===== config.mk =====
export PLATFORM = sky130hd
export DESIGN_NAME = uart_shadow_data_port
export DESIGN_NICKNAME = d
export VERILOG_FILES = /design/src/uart_shadow_pkg.sv /design/src/fifo_mem.sv /design/src/uart_shadow_data_port.sv
export SDC_FILE = /design/constraint.sdc
export NUM_CORES = 1
export LEC_CHECK = 0
export ABC_AREA = 1
export BUFFER_PORTS_ARGS = -buffer_cell sky130_fd_sc_hd__clkbuf_2
export CAP_MARGIN = 0
export CORE_MARGIN = 5
export CORE_UTILIZATION = 60
export CTS_CLUSTER_DIAMETER = 40
export DETAILED_ROUTE_END_ITERATION = 8
export GPL_ROUTABILITY_DRIVEN = 0
export PLACE_DENSITY = 0.78
export SETUP_SLACK_MARGIN = 0.5
export SYNTH_ARGS = -nofsm -noshare
export SYNTH_HDL_FRONTEND = slang
export SYNTH_HIERARCHICAL = 1
export SYNTH_SLANG_ARGS = --single-unit

===== constraint.sdc =====
create_clock -name clk_sys -period 3.6 [get_ports clk_sys]
set_input_delay 0.18 -clock clk_sys [delete_from_list [all_inputs] [get_ports clk_sys]]
set_output_delay 0.18 -clock clk_sys [all_outputs]
set_load 0.005 [all_outputs]

===== src/uart_shadow_pkg.sv =====
// Purpose: shared constants and types for the serial data-port alias block
// Assumes: AHB-Lite, 32-bit data, one aligned word per register
// Notes: all sixteen aliases decode to one data path

package uart_shadow_pkg;

    // documented alias locations, each a byte address
    localparam logic [31:0] SHADOW_PORT5_ADDR = 32'h5000_1044;
    localparam logic [31:0] SHADOW_PORT6_ADDR = 32'h5000_1048;
    localparam int SHADOW_PORT_COUNT = 16;
    localparam logic [31:0] SHADOW_PORT_STRIDE = 32'h0000_0004;
    localparam logic [31:0] SHADOW_BASE_ADDR = SHADOW_PORT5_ADDR - 32'h0000_0014;
    localparam logic [31:0] SHADOW_LAST_ADDR =
        SHADOW_BASE_ADDR + SHADOW_PORT_STRIDE * (SHADOW_PORT_COUNT - 1);

    // control, status and interrupt registers
    localparam logic [31:0] CTRL_ADDR = 32'h5000_1100;
    localparam logic [31:0] STATUS_ADDR = 32'h5000_1104;
    localparam logic [31:0] INT_STATUS_ADDR = 32'h5000_1108;
    localparam logic [31:0] INT_MASK_ADDR = 32'h5000_110c;

    // field positions
    localparam int CTRL_FIFO_EN_BIT = 0;
    localparam int CTRL_IR_MODE_BIT = 1;
    localparam int STAT_DATA_READY_BIT = 0;
    localparam int STAT_TX_EMPTY_BIT = 5;
    localparam int STAT_TX_FULL_BIT = 6;
    localparam int STAT_RX_FULL_BIT = 7;
    localparam int INT_RX_BIT = 0;
    localparam int INT_OVERRUN_BIT = 1;
    localparam int INT_TX_EMPTY_BIT = 2;
    localparam int INT_WIDTH = 3;

    // widths and reset values
    localparam int DATA_WIDTH = 8;
    localparam int FIFO_DEPTH_DEFAULT = 16;
    localparam logic [7:0] DATA_RESET = 8'h00;
    localparam logic [INT_WIDTH-1:0] INT_RESET = 3'h0;

    typedef enum logic [1:0] {
        BUS_IDLE = 2'b01,
        BUS_BUSY = 2'b10
    } bus_state_t;

endpackage


===== src/fifo_mem.sv =====
// Purpose: byte storage for one FIFO, registered read port
// Assumes: DEPTH is a power of two
// Notes: read data lag the address by one clock

`timescale 1ns/1ps

module fifo_mem #(
    parameter int WIDTH = 8,
    parameter int DEPTH = 16,
    parameter int AW = $clog2(DEPTH)
) (
    // clock and reset
    input wire logic clk_sys,
    input wire logic rst_b,
    // write port
    input wire logic wrEn,
    input wire logic [AW-1:0] wrAddr,
    input wire logic [WIDTH-1:0] wrData,
    // read port
    input wire logic [AW-1:0] rdAddr,
    output logic [WIDTH-1:0] rdData
);

    typedef struct packed {
        logic [DEPTH-1:0][WIDTH-1:0] mem;
        logic [WIDTH-1:0] rdData;
    } mem_state_t;

    mem_state_t memState_reg;
    mem_state_t memState_next;

    always_comb begin
        memState_next = memState_reg;
        // read sees the array before this edge's write
        memState_next.rdData = memState_reg.mem[rdAddr];
        if (wrEn) begin
            memState_next.mem[wrAddr] = wrData;
        end
    end

    always_ff @(posedge clk_sys) begin
        if (!rst_b) begin
            memState_reg <= '0;
        end else begin
            memState_reg <= memState_next;
        end
    end

    assign rdData = memState_reg.rdData;

endmodule


===== src/uart_shadow_data_port.sv =====
// Purpose: shadow receive/transmit data-port aliases of a serial controller
// Assumes: framing logic on clk_sys delivers and takes whole bytes
// Notes: FIFO storage has registered reads, so bus reads of the data
//        port wait until the receive head has settled
//
// Design decision made here: the AHB-Lite register port.

`timescale 1ns/1ps

// How it works
// - sixteen word aliases share one data path
// - read returns byte from active input
// - no FIFO: new byte overwrites, flags overrun
// - FIFO on: read returns oldest receive entry
// - full receive FIFO drops byte, flags overrun
// - written byte goes to active serial output
// - no FIFO: one write clears holding empty
// - no FIFO: later write replaces pending byte
// - FIFO on: accepts writes up to depth
// - write to full transmit FIFO is dropped
module uart_shadow_data_port import uart_shadow_pkg::*; #(
    parameter int FIFO_DEPTH = FIFO_DEPTH_DEFAULT
) (
    // clock and reset
    input wire logic clk_sys,
    input wire logic rst_b,
    // AHB-Lite slave
    input wire logic hsel,
    input wire logic [31:0] haddr,
    input wire logic [1:0] htrans,
    input wire logic hwrite,
    input wire logic [2:0] hsize,
    input wire logic [31:0] hwdata,
    input wire logic hready,
    output logic hreadyout,
    output logic hresp,
    output logic [31:0] hrdata,
    // received bytes from the framing logic
    input wire logic stdRxValid,
    input wire logic [7:0] stdRxByte,
    input wire logic irRxValid,
    input wire logic [7:0] irRxByte,
    // bytes towards the serializers
    output logic [7:0] txByte,
    output logic txStdValid,
    output logic txIrValid,
    input wire logic txReady,
    // line status and interrupt
    output logic rxDataReady,
    output logic txHoldingEmpty,
    output logic rxOverrun,
    output logic irq
);

    localparam int AW = $clog2(FIFO_DEPTH);
    // counts carry one bit more than pointers to tell full from empty
    localparam logic [AW:0] FULL_COUNT = (AW + 1)'(FIFO_DEPTH);

    typedef struct packed {
        bus_state_t busState;
        logic [31:0] accAddr;
        logic accWrite;
        logic hreadyout;
        logic hresp;
        logic [31:0] hrdata;
        logic fifoEnable;
        logic irMode;
        logic [7:0] rxHold;
        logic rxHoldFull;
        logic [AW-1:0] rxHead;
        logic [AW-1:0] rxTail;
        logic [AW:0] rxCount;
        logic rxSettle;
        logic [AW-1:0] txHead;
        logic [AW-1:0] txTail;
        logic [AW:0] txCount;
        logic txSettle;
        logic [7:0] txByte;
        logic txStdValid;
        logic txIrValid;
        logic rxDataReady;
        logic txEmpty;
        logic rxOverrun;
        logic [INT_WIDTH-1:0] intStatus;
        logic [INT_WIDTH-1:0] intMask;
        logic irq;
    } port_state_t;

    port_state_t state_reg;
    port_state_t state_next;

    logic [7:0] rxRdData;
    logic [7:0] txRdData;
    logic rxWrEn;
    logic txWrEn;
    logic rxPush;
    logic rxPop;
    logic txPush;
    logic txPop;
    logic flush;
    logic lineValid;
    logic [7:0] lineByte;
    logic isShadow;
    logic [INT_WIDTH-1:0] events;
    logic [31:0] statusWord;
    logic holdTaken;

    fifo_mem #(
        .WIDTH(DATA_WIDTH),
        .DEPTH(FIFO_DEPTH)
    ) rxMem (
        .clk_sys(clk_sys),
        .rst_b(rst_b),
        .wrEn(rxWrEn),
        .wrAddr(state_reg.rxTail),
        .wrData(lineByte),
        .rdAddr(state_reg.rxHead),
        .rdData(rxRdData)
    );

    fifo_mem #(
        .WIDTH(DATA_WIDTH),
        .DEPTH(FIFO_DEPTH)
    ) txMem (
        .clk_sys(clk_sys),
        .rst_b(rst_b),
        .wrEn(txWrEn),
        .wrAddr(state_reg.txTail),
        .wrData(hwdata[7:0]),
        .rdAddr(state_reg.txHead),
        .rdData(txRdData)
    );

    // every aligned alias lands on the same data path
    assign isShadow = (state_reg.accAddr >= SHADOW_BASE_ADDR)
        && (state_reg.accAddr <= SHADOW_LAST_ADDR)
        && (state_reg.accAddr[1:0] == 2'h0);

    // the active mode picks the receive source
    assign lineValid = state_reg.irMode ? irRxValid : stdRxValid;
    assign lineByte = state_reg.irMode ? irRxByte : stdRxByte;

    // a data-port read ending this cycle hands out the holding byte
    assign holdTaken = (state_reg.busState == BUS_BUSY) && !state_reg.accWrite && isShadow
        && !state_reg.rxSettle && !state_reg.fifoEnable;

    // full flags only mean anything with the FIFOs on
    always_comb begin
        statusWord = 32'h0000_0000;
        statusWord[STAT_DATA_READY_BIT] = state_reg.rxDataReady;
        statusWord[STAT_TX_EMPTY_BIT] = state_reg.txEmpty;
        statusWord[STAT_TX_FULL_BIT] = state_reg.fifoEnable && (state_reg.txCount == FULL_COUNT);
        statusWord[STAT_RX_FULL_BIT] = state_reg.fifoEnable && (state_reg.rxCount == FULL_COUNT);
    end

    always_comb begin
        state_next = state_reg;
        // overrun is a one-cycle pulse
        state_next.rxOverrun = 1'b0;
        rxWrEn = 1'b0;
        txWrEn = 1'b0;
        rxPush = 1'b0;
        rxPop = 1'b0;
        txPush = 1'b0;
        txPop = 1'b0;
        flush = 1'b0;
        events = '0;

        // serializer took the presented byte
        if ((state_reg.txStdValid || state_reg.txIrValid) && txReady) begin
            state_next.txStdValid = 1'b0;
            state_next.txIrValid = 1'b0;
        end

        // refill from the transmit FIFO once its head has settled
        if (state_reg.fifoEnable && !state_next.txStdValid && !state_next.txIrValid
            && (state_reg.txCount != '0) && !state_reg.txSettle) begin
            state_next.txByte = txRdData;
            state_next.txStdValid = !state_reg.irMode;
            state_next.txIrValid = state_reg.irMode;
            state_next.txHead = state_reg.txHead + 1'b1;
            txPop = 1'b1;
        end

        // receive side
        if (lineValid) begin
            if (state_reg.fifoEnable) begin
                if (state_reg.rxCount == FULL_COUNT) begin
                    // keep what is stored, lose the newcomer
                    state_next.rxOverrun = 1'b1;
                end else begin
                    rxWrEn = 1'b1;
                    rxPush = 1'b1;
                    state_next.rxTail = state_reg.rxTail + 1'b1;
                end
            end else begin
                if (state_reg.rxHoldFull && !holdTaken) begin
                    state_next.rxOverrun = 1'b1;
                end
                state_next.rxHold = lineByte;
                state_next.rxHoldFull = 1'b1;
            end
            events[INT_RX_BIT] = rxPush || !state_reg.fifoEnable;
        end

        // bus slave
        case (state_reg.busState)
            BUS_IDLE: begin
                // no zero-wait transfers: every data phase gets a wait state
                if (hsel && htrans[1] && hready) begin
                    state_next.accAddr = haddr;
                    state_next.accWrite = hwrite;
                    state_next.busState = BUS_BUSY;
                    state_next.hreadyout = 1'b0;
                end
            end
            BUS_BUSY: begin
                if (state_reg.accWrite) begin
                    state_next.busState = BUS_IDLE;
                    state_next.hreadyout = 1'b1;
                    if (isShadow) begin
                        if (state_reg.fifoEnable) begin
                            if (state_reg.txCount != FULL_COUNT) begin
                                txWrEn = 1'b1;
                                txPush = 1'b1;
                                state_next.txTail = state_reg.txTail + 1'b1;
                            end
                            // full: the byte is simply dropped
                        end else begin
                            // holding byte is replaced while still pending
                            state_next.txByte = hwdata[7:0];
                            state_next.txStdValid = !state_reg.irMode;
                            state_next.txIrValid = state_reg.irMode;
                        end
                    end else if (state_reg.accAddr == CTRL_ADDR) begin
                        state_next.fifoEnable = hwdata[CTRL_FIFO_EN_BIT];
                        state_next.irMode = hwdata[CTRL_IR_MODE_BIT];
                        flush = hwdata[CTRL_FIFO_EN_BIT] != state_reg.fifoEnable;
                    end else if (state_reg.accAddr == INT_STATUS_ADDR) begin
                        state_next.intStatus = state_reg.intStatus & ~hwdata[INT_WIDTH-1:0];
                    end else if (state_reg.accAddr == INT_MASK_ADDR) begin
                        state_next.intMask = hwdata[INT_WIDTH-1:0];
                    end
                end else if (!(isShadow && state_reg.rxSettle)) begin
                    // reads of the data port wait for a settled head
                    state_next.busState = BUS_IDLE;
                    state_next.hreadyout = 1'b1;
                    state_next.hrdata = 32'h0000_0000;
                    if (isShadow) begin
                        if (state_reg.fifoEnable) begin
                            state_next.hrdata = {24'h00_0000, rxRdData};
                            if (state_reg.rxCount != '0) begin
                                rxPop = 1'b1;
                                state_next.rxHead = state_reg.rxHead + 1'b1;
                            end
                        end else begin
                            state_next.hrdata = {24'h00_0000, state_reg.rxHold};
                            // a byte landing on this edge stays pending, set beats clear
                            state_next.rxHoldFull = lineValid;
                        end
                    end else if (state_reg.accAddr == CTRL_ADDR) begin
                        state_next.hrdata[CTRL_FIFO_EN_BIT] = state_reg.fifoEnable;
                        state_next.hrdata[CTRL_IR_MODE_BIT] = state_reg.irMode;
                    end else if (state_reg.accAddr == STATUS_ADDR) begin
                        state_next.hrdata = statusWord;
                    end else if (state_reg.accAddr == INT_STATUS_ADDR) begin
                        state_next.hrdata[INT_WIDTH-1:0] = state_reg.intStatus;
                    end else if (state_reg.accAddr == INT_MASK_ADDR) begin
                        state_next.hrdata[INT_WIDTH-1:0] = state_reg.intMask;
                    end
                end
            end
            default: begin
                state_next.busState = BUS_IDLE;
                state_next.hreadyout = 1'b1;
            end
        endcase

        // pointer and count bookkeeping
        state_next.rxCount = state_reg.rxCount + (AW + 1)'(rxPush) - (AW + 1)'(rxPop);
        state_next.txCount = state_reg.txCount + (AW + 1)'(txPush) - (AW + 1)'(txPop);
        // registered read ports lag a pointer move by one cycle
        state_next.rxSettle = rxPush || rxPop;
        state_next.txSettle = txPush || txPop;

        // a FIFO-enable change empties both FIFOs and the receive holding flag; an IR mode change does not
        if (flush) begin
            state_next.rxHead = '0;
            state_next.rxTail = '0;
            state_next.rxCount = '0;
            state_next.txHead = '0;
            state_next.txTail = '0;
            state_next.txCount = '0;
            state_next.rxHoldFull = 1'b0;
            state_next.rxSettle = 1'b1;
            state_next.txSettle = 1'b1;
        end

        // line-status view
        state_next.rxDataReady = state_next.fifoEnable
            ? (state_next.rxCount != '0) : state_next.rxHoldFull;
        state_next.txEmpty = state_next.fifoEnable
            ? (state_next.txCount == '0)
            : !(state_next.txStdValid || state_next.txIrValid);

        // sticky events, a new event beats a same-cycle clear
        events[INT_OVERRUN_BIT] = state_next.rxOverrun;
        events[INT_TX_EMPTY_BIT] = state_next.txEmpty && !state_reg.txEmpty;
        state_next.intStatus = state_next.intStatus | events;
        state_next.irq = |(state_next.intStatus & state_next.intMask);
    end

    always_ff @(posedge clk_sys) begin
        if (!rst_b) begin
            // fields not named below reset to zero
            state_reg <= '0;
            state_reg.busState <= BUS_IDLE;
            state_reg.hreadyout <= 1'b1;
            state_reg.rxHold <= DATA_RESET;
            state_reg.txByte <= DATA_RESET;
            state_reg.txEmpty <= 1'b1;
            state_reg.intStatus <= INT_RESET;
            state_reg.intMask <= INT_RESET;
        end else begin
            state_reg <= state_next;
        end
    end

    assign hreadyout = state_reg.hreadyout;
    assign hresp = state_reg.hresp;
    assign hrdata = state_reg.hrdata;
    assign txByte = state_reg.txByte;
    assign txStdValid = state_reg.txStdValid;
    assign txIrValid = state_reg.txIrValid;
    assign rxDataReady = state_reg.rxDataReady;
    assign txHoldingEmpty = state_reg.txEmpty;
    assign rxOverrun = state_reg.rxOverrun;
    assign irq = state_reg.irq;

endmodule


## Word-level counts from Yosys, hierarchy flattened

Cells that the tools add are included.

| storage, ports and cells | value |
|---|---|
| input bits | 93 |
| register bits after elaboration | 399 |
| bits in writable memories | 0 |
| bits in read-only memories | 0 |
| output and inout port bits | 48 |
| latch bits | 0 |
| word-level logic and storage cells | 239 |
| memories kept | 0 |

| cells by class | value |
|---|---|
| $add $sub $neg | 8 |
| shifts and indexed selects | 0 |
| div/mod/pow operators | 0 |
| order comparisons | 8 |
| multiplexer cells | 91 |
| reductions and logical operators | 50 |
| multipliers | 0 |
| equal/unequal tests | 12 |
| bitwise logic cells | 10 |

Operator list:

| operator | count |
|---|---|
| $bwmux 128 | 2 |
| $eq 32x31->1 const B | 4 |
| $bmux 8 s4 | 2 |
| $demux 8 s4 | 2 |
| $mux 10 | 5 |
| $mux 8 | 6 |
| $mux 4 | 11 |
| $mux 36 | 1 |
| $mux 1 | 34 |
| $ge 32x31->1 const B | 1 |
| $le 32x31->1 const B | 1 |
| $mux 32 | 1 |
| $mux 30 | 1 |
| $mux 29 | 1 |
| $mux 5 | 5 |
| $mux 6 | 4 |
| $logic_and 1x1->1 | 20 |
| $lt 4x5->1 const B | 4 |
| $mux 3 | 6 |
| $add 4x1->4 const B | 4 |
| $mux 2 | 8 |
| $reduce_bool 5->1 | 3 |
| $add 5x1->5 | 2 |
| $eq 5x5->1 const B | 2 |
| 25 further kinds | 49 |

## Depth between registers and ports, before layout

Gate-level depths: netlist (run 1).

| logic depth | value |
|---|---|
| word-level depth | 20 |
| depth in mapped cells | 26 |
| mapped depth without buffers | 26 |

## Cells and area by module

Netlist (run 1), hierarchy kept.

By module, submodules not included:

| module | sequential area each (um^2) | times used | area each (um^2) | cells each |
|---|---|---|---|---|
| fifo_mem (rxMem) | 2,722.6 | 1 | 6,097.1 | 882 |
| fifo_mem (txMem) | 2,722.6 | 1 | 6,048.3 | 875 |
| uart_shadow_data_port | 2,042.0 | 1 | 5,387.7 | 759 |

## Worst setup path after synthesis (run 1)

No wires, ideal clock.

| timing path | value |
|---|---|
| path kind | register to register |
| start point | reg state_reg[94] (netlist bit) |
| end point | reg state_reg (netlist bit irq) |
| arrival | 2.929 ns |
| setup slack | 0.613 ns |
| data required time | 3.542 ns |
| clock period less this slack | 2.987 ns |
| stages on the path, launching flop included | 26 |
| path buffers | 0 |
| library setup time | 0.058 ns |
| cell sequence | dfxtp_1 -> nor2_4 -> nand2_2 -> nor2_2 -> nand3_2 -> nor2_4 -> nand2_4 -> nor2_8 -> nand3_4 -> ha_1 -> ha_1 -> inv_1 -> fa_1 -> inv_1 -> a21oi_1 -> nor2_1 -> nor2_1 -> xnor2_1 -> nand3_1 -> nand2_1 -> nand2_1 -> nand2_1 -> nand2_1 -> nand2_1 -> nand2_1 -> nand2_1 |

| on the way | value |
|---|---|
| longest elaborated chain between the ends | 15 |
| elaborated cells between the ends (all ways) | 48 |
| those cells by class | 2 x add/sub; 2 x order compare; 3 x eq/ne; 26 x mux; 2 x bitwise; 13 x reduce/logical |

RTL lines:

| element | line | source |
|---|---|---|
| start: declaration | uart_shadow_data_port.sv:89 | `port_state_t state_reg;` |
| start signal: assignment | uart_shadow_data_port.sv:325 | `state_reg <= state_next;` |
| $ge 32x31->1 or $le 32x31->1 (tied branches) | uart_shadow_data_port.sv:135, uart_shadow_data_port.sv:136 |  |
| $logic_and 1x1->1 | uart_shadow_data_port.sv:136 | `&& (state_reg.accAddr <= SHADOW_LAST_ADDR)` |
| $logic_and 1x1->1 | uart_shadow_data_port.sv:137 | `&& (state_reg.accAddr[1:0] == 2'h0);` |
| $mux 1 | uart_shadow_data_port.sv:221 | `if (isShadow) begin` |
| $mux 1 | uart_shadow_data_port.sv:218 | `if (state_reg.accWrite) begin` |
| $mux 1 | uart_shadow_data_port.sv:207 | `case (state_reg.busState)` |
| $add 5x1->5 | uart_shadow_data_port.sv:281 | `state_next.txCount = state_reg.txCount + (AW + 1)'(txPush) - (AW + 1)'(txPop);` |
| $sub 5x1->5 | uart_shadow_data_port.sv:281 |  |
| $mux 29 | uart_shadow_data_port.sv:287 | `if (flush) begin` |
| $logic_not 5->1 | uart_shadow_data_port.sv:303 | `? (state_next.txCount == '0)` |
| $mux 1 | uart_shadow_data_port.sv:303 |  |
| $logic_and 1x1->1 | uart_shadow_data_port.sv:308 | `events[INT_TX_EMPTY_BIT] = state_next.txEmpty && !state_reg.txEmpty;` |
| $or 3x3->3 | uart_shadow_data_port.sv:309 | `state_next.intStatus = state_next.intStatus \| events;` |
| $and 3x3->3 (*) | uart_shadow_data_port.sv:310 | `state_next.irq = \|(state_next.intStatus & state_next.intMask);` |
| $reduce_or 3->1 (*) | uart_shadow_data_port.sv:310 |  |

Every way passes the cells marked *; elsewhere a longest branch is shown, timed or not.
A chain may end at the register's enable or synchronous reset.

## Final worst setup path (run 1)

| timing path | value |
|---|---|
| start point | reg state_reg[123] (netlist bit) |
| end point | reg state_reg (netlist bit irq) |

The elaborated chain is that of the path after synthesis.

==> impl_metrics.env, run 1 <==
export IMPL_synth_distinct_cells=41
export IMPL_cts_buffer_depth=3
export IMPL_ioPinCount=141
export IMPL_seq_area_um2=7500
export IMPL_grtUsageMet3=0.0426
export IMPL_grtUsageMet2=0.454
export IMPL_r2r_end="irq"
export IMPL_ant_nets=0
export IMPL_r2r_setup_slack_ns=0.51
export IMPL_worst_clock_skew_ns=0.0232
export IMPL_max_stage_delay_ns=0.35
export IMPL_worstSetupEndpointType="flop"
export IMPL_drt_total_wl_mm=47.0
export IMPL_startpoint="state_reg[123]"
export IMPL_cts_inserted_buffers=47
export IMPL_grt_max_degree=95
export IMPL_fp_dieW_um=181
export IMPL_finalSetupViolCount=0
export IMPL_drt_iter0_drc=1678
export IMPL_seq_area_frac_synth=0.427
export IMPL_crit_required_ns=4.07
export IMPL_maxCapViolations=0
export IMPL_synth_edf_count=0
export IMPL_routed_via_density=5.56
export IMPL_wire_per_inst_um=15.9
export IMPL_syn_area_um2=17500
export IMPL_drc=0
export IMPL_slew_headroom=0.195
export IMPL_status="finished, final reports clean"
export IMPL_ys_warn_count=6
export IMPL_cp_endpoint="irq"
export IMPL_grt_pass1_wl_mm=75.1
export IMPL_rsz0062_at_grt="yes"
export IMPL_grtUsageTotal=0.268
export IMPL_hpwl_mm=27.7
export IMPL_overflow=0
export IMPL_multi_input_area_um2=7810
export IMPL_drt_pass1_iter_count=7
export IMPL_hold_path_class="in -> reg"
export IMPL_place_worst_setup_slack_ns=0.201
export IMPL_avgSynthCellArea_um2=6.97
export IMPL_timing_hold_ws_ns=0.125
export IMPL_slowest_stage="fa_2"
export IMPL_coreArea_um2=28800
export IMPL_r2r_start="state_reg[123]"
export IMPL_tightest_slew_ns=1.21
export IMPL_cts_tree="built"
export IMPL_start_util=0.609
export IMPL_powerDensity_nw_per_um2=485
export IMPL_leakage_nw=8.18
export IMPL_grt_busiest_layer="met2"
export IMPL_postSynthCellCount=2516
export IMPL_drv_slew=0
export IMPL_fill_cells=2286
export IMPL_fin_crit_sh=0.858
export IMPL_dp_cells=2818
export IMPL_path_max_fanout=3
export IMPL_clk_pin_slew_ns=0.06
export IMPL_fin_crit_ns=3.09
export IMPL_synth_seq_cells=374
export IMPL_critPathMostFrequentCell="nand2_1"
export IMPL_antenna_found_initial=0
export IMPL_arrival_ns=3.56
export IMPL_antenna_cells=0
export IMPL_cts_sinks=374
export IMPL_met1_usage=0.359
export IMPL_die_h_um=181
export IMPL_synthToLayoutAreaGrowth_pct=13.3
export IMPL_cts_root_buf="clkbuf_16"
export IMPL_htree_levels=2
export IMPL_first_global_vias=15035
export IMPL_fin_ws_ns=0.510
export IMPL_layoutNonFillerInstCount=2953
export IMPL_final_common_cell="nand2_1"
export IMPL_row_count=62
export IMPL_timing_fmax_ghz=0.324
export IMPL_numPortBuffers=87
export IMPL_worst_setup_path_start_kind="flop"
export IMPL_vdd_ir_drop_max_v=0.000436
export IMPL_nets=2645
export IMPL_vias=16404
export IMPL_crit_type="reg -> reg"
export IMPL_drive_above_1_share=0.108
export IMPL_final_setup_tns_ns=0
export IMPL_async_reset_ff_frac=0
export IMPL_layout_common_cells="402 x nand2_1, 362 x dfxtp_1, 346 x inv_1"
export IMPL_clk_insertion_delay_late_ns=0.54
export IMPL_die_area_um2=32700
export IMPL_synthFlopType="dfxtp_1"
export IMPL_r2r_cells=25
export IMPL_final_hold_viol_count=0
==> power breakdown <==
part	total [mW]	switching (mW)	internal [mW]	leakage [nW]
clock network	5.04	1.79	3.25	0.835
logic	0.403	0.271	0.132	4.32
registers	4.19	0.0236	4.17	3.02
==> metal layers <==
metal / up-vias / wire length [µm]
met5: - / 0
met4: 0 / 1120
met3: 102 / 3680
met2: 697 / 22600
met1: 7520 / 19700
li1: 8085 / -
==> synthesized netlist by cell type (15+ instances only) <==
library cell / n / area (µm²)
nand2_1: 409 / 1540
nand3_1: 266 / 1330
buf_2: 63 / 315
a21oi_1: 313 / 1570
buf_4: 63 / 473
o21ai_1: 15 / 75.1
inv_1: 351 / 1320
o21ai_0: 304 / 1520
nor2_1: 161 / 604
dfxtp_1: 374 / 7490
ha_1: 18 / 225
clkbuf_1: 79 / 297
==> critical path: cells and delay by family (launching register included) <==
kind                     cells  cell delay, ns
adder cells (fa/ha/maj)      3            0.77
AND/OR/NAND/NOR             18            1.60
flip-flops                   1            0.33
XOR/XNOR                     1            0.17
AO/OA/AOI/OAI                1            0.05
buffers and inverters        2            0.10
==> how the worst min path moves through the flow <==
| stage | cells past startpoint | endpoint | startpoint | slack [ns] |
|---|---|---|---|---|
| floorplan | 2 | state_reg[101] | haddr[7] | 0.31 |
| global placement | 3 | state_reg[117] | haddr[23] | 0.41 |
| detailed placement | 3 | state_reg[122] | haddr[28] | 0.41 |
| CTS | 2 | txHoldingEmpty | rst_b | 0.09 |
| global route | 2 | state_reg[126] | rst_b | 0.13 |
| finish | 2 | txHoldingEmpty | rst_b | 0.13 |
==> what timing repair did <==
action                                 CTS  global route
endpoints found under the hold margin   33             0
buffers inserted                        13             3
resized for setup                       19            37
setup endpoints to repair                6             6
hold buffers                            33             0
gates cloned                             0             0
pin swaps                               22            30
==> cells by family after synthesis <==
| group | count (synthesis) | synth area share |
|---|---|---|
| compound gates | 655 | 0.191 |
| xor+xnor | 15 | 0.00749 |
| fa+ha+maj | 20 | 0.0151 |
| buf+inv | 572 | 0.141 |
| flops | 374 | 0.427 |
| other cells | 1 | 0.000214 |
| simple gates | 879 | 0.218 |
==> metrics by stage <==
| step | util | total power, mW | cell area, µm² |
|---|---|---|---|
| 6_report | 0.690 | 9.64 | 19900 |
| 5_1_grt | 0.690 | 9.92 | 19900 |
| 4_1_cts | 0.685 | 9.64 | 19700 |
| 3_5_place_dp | 0.610 | 4.61 | 17600 |
| 3_3_place_gp | 0.610 | 4.60 | 17600 |
| 2_1_floorplan | - | 4.51 | 17600 |
==> area by class of cell <==
type	count	share of cell area
Multi-Input combinational cell	1594	0.393
Sequential cell	374	0.378
Inverter	363	0.0687
Clock buffer	61	0.0649
Timing Repair Buffer	152	0.0511
Tap cell	384	0.0242
Clock inverter	25	0.0200
Power figures use the tool's default switching activity.
==> inputs of run 2 (changes only) <==
--- a/config.mk
+++ b/config.mk
@@ -9,12 +9,11 @@
 export BUFFER_PORTS_ARGS = -buffer_cell sky130_fd_sc_hd__clkbuf_2
 export CAP_MARGIN = 0
 export CORE_MARGIN = 5
-export CORE_UTILIZATION = 60
+export CORE_UTILIZATION = 54
 export CTS_CLUSTER_DIAMETER = 40
 export DETAILED_ROUTE_END_ITERATION = 8
 export GPL_ROUTABILITY_DRIVEN = 0
-export PLACE_DENSITY = 0.78
-export SETUP_SLACK_MARGIN = 0.5
+export PLACE_DENSITY = 0.74
 export SYNTH_ARGS = -nofsm -noshare
 export SYNTH_HDL_FRONTEND = slang
 export SYNTH_HIERARCHICAL = 1
==> constraint.sdc (replaced) <==
create_clock -name clk_sys -period 2.5 [get_ports clk_sys]
set_input_delay 0.125 -clock clk_sys [delete_from_list [all_inputs] [get_ports clk_sys]]
set_output_delay 0.125 -clock clk_sys [all_outputs]
set_load 0.005 [all_outputs]
==> run 2 against run 1 <==
- the run now ends with setup timing left
- routed wire length about the same
- critical path depth shrank 2
- global-route usage down 1.7 points
- critical endpoint unchanged
==> impl_metrics.env, run 2 (synthesis gave the netlist of run 1 again) <==
export IMPL_arrival_ns=3.46
export IMPL_cts_tree="built"
export IMPL_clk_insertion_delay_late_ns=0.56
export IMPL_hold_end="state_reg[1]"
export IMPL_wl_met3_mm=3.22
export IMPL_wl_met1_mm=20.1
export IMPL_layoutNonFillerInstCount=3110
export IMPL_crit_required_ns=2.95
export IMPL_die_area_um2=36200
export IMPL_r2r_start="state_reg[117]"
export IMPL_hold_path_class="in -> reg"
export IMPL_dr_max_layer_used="met4"
export IMPL_numPortBuffers=87
export IMPL_tightest_slew_ns=1.10
export IMPL_maxCapViolations=0
export IMPL_r2r_cells=23
export IMPL_overflow=0
export IMPL_worst_setup_path_start_kind="flop"
export IMPL_synthToLayoutAreaGrowth_pct=18.0
export IMPL_violations="setup timing"
export IMPL_r2r_end="irq"
export IMPL_cts_sinks=374
export IMPL_slew_headroom=0.263
export IMPL_clk_pin_slew_ns=0.06
export IMPL_layout_common_cells="406 x nand2_1, 364 x dfxtp_1, 346 x inv_1"
export IMPL_dpl_cell_area_um2=18500
export IMPL_first_global_vias=15351
export IMPL_final_hold_viol_count=0
export IMPL_antenna_cells=0
export IMPL_drc=0
export IMPL_fp_dieW_um=190
export IMPL_dp_cells=2972
export IMPL_drt_total_wl_mm=47.0
export IMPL_hpwl_mm=29.6
export IMPL_grtUsageTotal=0.251
export IMPL_htree_levels=2
export IMPL_fin_crit_sh=1.21
export IMPL_ant_nets=0
export IMPL_crit_type="reg -> reg"
export IMPL_cts_inserted_buffers=50
export IMPL_grt_pass1_wl_mm=75.9
export IMPL_timing_fmax_ghz=0.332
export IMPL_drv_slew=0
export IMPL_status="complete, but fails checks"
export IMPL_worstHoldStart="hwdata[0]"
export IMPL_nets=2744
export IMPL_coreArea_um2=32300
export IMPL_final_common_cell="nand2_1"
export IMPL_fin_ws_ns=-0.514
export IMPL_powerDensity_nw_per_um2=658
export IMPL_ioPinCount=141
export IMPL_cts_root_buf="clkbuf_16"
export IMPL_grt_max_degree=107
export IMPL_r2r_setup_slack_ns=-0.51
export IMPL_worstSetupEndpointType="flop"
export IMPL_timing_hold_ws_ns=0.0273
export IMPL_rsz0062_at_grt="yes"
export IMPL_vdd_ir_drop_max_v=0.000521
export IMPL_met2WireLength_mm=22.1
export IMPL_vias=16624
export IMPL_wire_per_inst_um=15.1
export IMPL_fin_crit_ns=3.01
export IMPL_path_max_fanout=3
export IMPL_row_count=66
export IMPL_start_util=0.543
export IMPL_leakage_nw=8.61
export IMPL_antenna_found_initial=0
export IMPL_drive_above_1_share=0.139
export IMPL_finalSetupViolCount=10
export IMPL_whs_path_depth=3
export IMPL_worst_clock_skew_ns=0.0255
export IMPL_final_area_um2=20700
export IMPL_cts_buffer_depth=3
export IMPL_drt_pass1_iter_count=6
export IMPL_die_h_um=190
export IMPL_drt_iter0_drc=1617
export IMPL_routed_via_density=5.35
-- run 2: changes by cell type in the layout (fill, tap and decap cells not counted), moves of 5 or more --
cell,change
buf_4,+83
o21ai_0,-35
o21ai_1,+34
bufinv_16,-7
buf_12,+5
buf_6,+5
clkinvlp_4,+5
-- run 2: critical path, stage by stage, from the launching register on --
cell and delay [ns]:
dfxtp_2 0.33, nor2_2 0.13, nand3_2 0.12, nor2_4 0.13
nand2_2 0.07, nor2_4 0.11, nand2_4 0.08, nor2_8 0.11
nand3_4 0.10, ha_4 0.29, ha_4 0.12, inv_2 0.03
fa_2 0.34, buf_4 0.15, xnor2_1 0.21, nor2_1 0.07
nand3_1 0.09, nand2_1 0.06, nand2_2 0.07, nand2_1 0.05
nand2_1 0.08, nand2_1 0.05, nand2_1 0.06, nand2_1 0.05
-- run 2: worst max-delay path by stage --
stage	start	endpoint	slack, ns	depth (start not counted)
2_1_floorplan	state_reg[121]	irq	-0.44	25
3_3_place_gp	state_reg[121]	irq	-0.46	25
3_5_place_dp	state_reg[108]	irq	-0.60	25
4_1_cts	state_reg[114]	irq	-0.47	25
5_1_grt	state_reg[117]	irq	-0.77	25
6_report	state_reg[117]	irq	-0.51	23
-- run 2: layer usage --
| metal | up-vias | global-route usage |
|---|---|---|
| met5 | - | 0 |
| met3 | 120 | 0.0339 |
| met4 | 0 | 0.0898 |
| met1 | 7599 | 0.339 |
| li1 | 8277 | - |
| met2 | 628 | 0.413 |
-- run 2: final cells by class --
cell class                      instances  area, µm²
Multi-Input combinational cell       1594       7810
Clock inverter                         28        278
Clock buffer                           61       1360
Timing Repair Buffer                  248       1830
Inverter                              363       1360
Sequential cell                       374       7500
Fill cell                            2762      11600
Tap cell                              442        553
-- run 2: through the flow --
step / setup slack [ns] / utilization / total power, mW / TNS, ns
6_report: -0.514 / 0.641 / 13.6 / -2.88
5_1_grt: -0.769 / 0.641 / 14.1 / -5.17
4_1_cts: -0.469 / 0.638 / 13.7 / -2.46
3_5_place_dp: -0.597 / 0.572 / 6.70 / -2.78
3_3_place_gp: -0.463 / 0.572 / 6.68 / -2.00
2_1_floorplan: -0.444 / - / 6.50 / -1.88
-- run 2: what timing repair did --
action,4_1_cts,5_1_grt
setup endpoints to repair,10,129
hold buffers,35,0
setup buffers,12,5
gates resized for setup,20,58
hold endpoints to repair,68,0
pin swaps,16,3
-- run 2: power by group --
part | internal, mW | total, mW | switching [mW]
clock | 4.22 | 6.96 | 2.73
combinational | 0.230 | 0.629 | 0.399
sequential | 6.01 | 6.04 | 0.0286
total | 10.5 | 13.6 | 3.16
==> inputs of run 3 (changes only) <==
--- a/config.mk
+++ b/config.mk
@@ -9,11 +9,11 @@
 export BUFFER_PORTS_ARGS = -buffer_cell sky130_fd_sc_hd__clkbuf_2
 export CAP_MARGIN = 0
 export CORE_MARGIN = 5
-export CORE_UTILIZATION = 54
+export CORE_UTILIZATION = 60
 export CTS_CLUSTER_DIAMETER = 40
 export DETAILED_ROUTE_END_ITERATION = 8
 export GPL_ROUTABILITY_DRIVEN = 0
-export PLACE_DENSITY = 0.74
+export PLACE_DENSITY = 0.78
 export SYNTH_ARGS = -nofsm -noshare
 export SYNTH_HDL_FRONTEND = slang
 export SYNTH_HIERARCHICAL = 1
==> constraint.sdc (replaced) <==
create_clock -name clk_sys -period 2.93 [get_ports clk_sys]
set_input_delay 0.1465 -clock clk_sys [delete_from_list [all_inputs] [get_ports clk_sys]]
set_output_delay 0.1465 -clock clk_sys [all_outputs]
set_load 0.005 [all_outputs]
==> run 3 against run 2 <==
- the run still ends with setup timing left
- clock power down 18%
- clock-buffer cell count down 7
- sequential power fell by 15%
- final area down 3.4%
- routed wire length about the same
- global-route usage is 2.1 points higher
- die area fell by 9.5%
- register-to-register slack better by 0.40 ns
- largest power group unchanged
==> impl_metrics.env, run 3 (synthesis gave the netlist of run 1 again) <==
export IMPL_coreArea_um2=28800
export IMPL_status="complete, but fails checks"
export IMPL_routed_via_density=5.56
export IMPL_path_buf_inv=4
export IMPL_die_h_um=181
export IMPL_nets=2687
export IMPL_final_common_cell="nand2_1"
export IMPL_leakage_nw=8.28
export IMPL_vdd_ir_drop_max_v=0.000398
export IMPL_violations="setup timing"
export IMPL_p_comb_frac=0.045
export IMPL_critPathMostFrequentCell="nand3_1"
export IMPL_clk_pin_slew_ns=0.06
export IMPL_antenna_cells=0
export IMPL_crit_path_cell_trace="nor2_2 -> nand3_1 -> nor2_2 -> nand2_2 -> nor2_4 -> nand2_4 -> nor2_8 -> nand3_4 -> ha_4 -> ha_4 -> inv_2 -> fa_2 -> inv_2 -> a21oi_2 -> nor2_1 -> nor2_1 -> xnor2_1 -> nand3_1 -> nand2_1 -> nand2_2 -> buf_4 -> buf_4 -> nand3_1"
export IMPL_row_count=62
export IMPL_grt_pass1_wl_mm=75.9
export IMPL_final_setup_tns_ns=-0.411
export IMPL_cts_inserted_buffers=45
export IMPL_hpwl_mm=28.9
export IMPL_fin_crit_sh=1.04
export IMPL_p_sw_frac=0.226
export IMPL_cts_buffer_depth=3
export IMPL_startpoint="state_reg[112]"
export IMPL_fp_dieW_um=181
export IMPL_grt_max_degree=72
export IMPL_worstSetupEndpointType="flop"
export IMPL_ioPinCount=141
export IMPL_synthToLayoutAreaGrowth_pct=14.1
export IMPL_slowest_stage="fa_2"
export IMPL_overflow=0
export IMPL_ant_nets=0
export IMPL_path_max_fanout=2
export IMPL_start_util=0.609
export IMPL_powerDensity_nw_per_um2=569
export IMPL_worst_setup_path_start_kind="flop"
export IMPL_drc=0
export IMPL_drive_above_1_share=0.117
export IMPL_crit_required_ns=3.40
export IMPL_finalSetupViolCount=4
export IMPL_p_sw_mw=2.57
export IMPL_final_hold_viol_count=0
export IMPL_die_area_um2=32700
export IMPL_clk_insertion_delay_late_ns=0.55
export IMPL_fin_ws_ns=-0.117
export IMPL_worstHoldStart="txReady"
export IMPL_place_worst_setup_slack_ns=-0.214
export IMPL_seq_power_share=0.453
export IMPL_crit_family="simple AND/OR/NAND/NOR gates"
export IMPL_tightest_slew_ns=1.21
export IMPL_htree_levels=2
export IMPL_cts_tree="built"
export IMPL_max_stage_delay_ns=0.34
export IMPL_drt_pass1_iter_count=6
export IMPL_internal_power_mw=8.80
export IMPL_drt_total_wl_mm=47.0
export IMPL_cts_root_buf="clkbuf_16"
export IMPL_total_power_mw=11.4
export IMPL_r2r_start="state_reg[112]"
export IMPL_clockPowerShare=0.503
export IMPL_fin_crit_ns=3.05
export IMPL_numPortBuffers=87
export IMPL_hold_path_class="in -> reg"
export IMPL_worst_clock_skew_ns=0.0289
export IMPL_drv_slew=0
export IMPL_vias=16624
export IMPL_timing_fmax_ghz=0.328
export IMPL_wire_per_inst_um=15.7
export IMPL_drt_iter0_drc=1736
export IMPL_slew_headroom=0.195
export IMPL_rsz0062_at_grt="yes"
export IMPL_crit_type="reg -> reg"
export IMPL_arrival_ns=3.52
export IMPL_first_global_vias=15396
export IMPL_layout_common_cells="405 x nand2_1, 367 x dfxtp_1, 347 x inv_1"
export IMPL_antenna_found_initial=0
export IMPL_maxCapViolations=0
export IMPL_grtUsageTotal=0.271
export IMPL_cts_sinks=374
==> run 3: area by class of cell <==
type | instances | area [µm²]
Tap cell | 384 | 480
Fill cell | 2326 | 8780
Multi-Input combinational cell | 1594 | 7760
Inverter | 363 | 1360
Sequential cell | 374 | 7500
Clock inverter | 26 | 309
Timing Repair Buffer | 196 | 1350
Clock buffer | 54 | 1240
==> run 3: final timing paths <==
check,end,depth (start not counted),slack [ns]
setup / recovery,txHoldingEmpty,23,-0.12
hold / removal,txIrValid,4,0.14
hold reg to reg,rxMem/memState_reg[12],2,0.45
setup reg to reg,txHoldingEmpty,23,-0.12
==> run 3: what timing repair did <==
action,4_1_cts,5_1_grt
hold buffers,34,0
setup buffers,8,8
hold endpoints to repair,34,0
pin swaps,10,12
cloned,0,0
setup endpoints to repair,5,18
resized for setup,15,11
==> run 3: power groups by stage <==
stage | clock network (mW) | registers [mW] | logic (mW)
finish | 5.71 | 5.15 | 0.508
floorplan | 0 | 5.25 | 0.298
global route | 5.99 | 5.15 | 0.563
CTS | 5.77 | 5.14 | 0.485
detailed placement | 0 | 5.25 | 0.432
global placement | 0 | 5.25 | 0.423
==> run 3: layer usage <==
layer | global-route usage | up-vias | wire, µm
li1 | - | 8174 | -
met1 | 0.364 | 7657 | 19700
met2 | 0.455 | 691 | 22300
met3 | 0.0394 | 102 | 3710
met4 | 0.0856 | 0 | 1250
met5 | 0 | - | 0
==> run 3: tightest hold or removal path, cell delays in order <==
cell and delay, ns:
clkbuf_2 0.10, o22ai_1 0.08, o21ai_0 0.23, a21oi_1 0.06
==> run 3: stage by stage <==
step,util,hold slack (ns),instances,area (µm²)
6_report,0.695,0.142,2991,20000
5_1_grt,0.695,0.162,2991,20000
4_1_cts,0.692,0.0825,2983,19900
3_5_place_dp,0.622,0.385,2861,17900
3_3_place_gp,0.622,0.378,2861,17900
2_1_floorplan,-,0.281,2540,17700
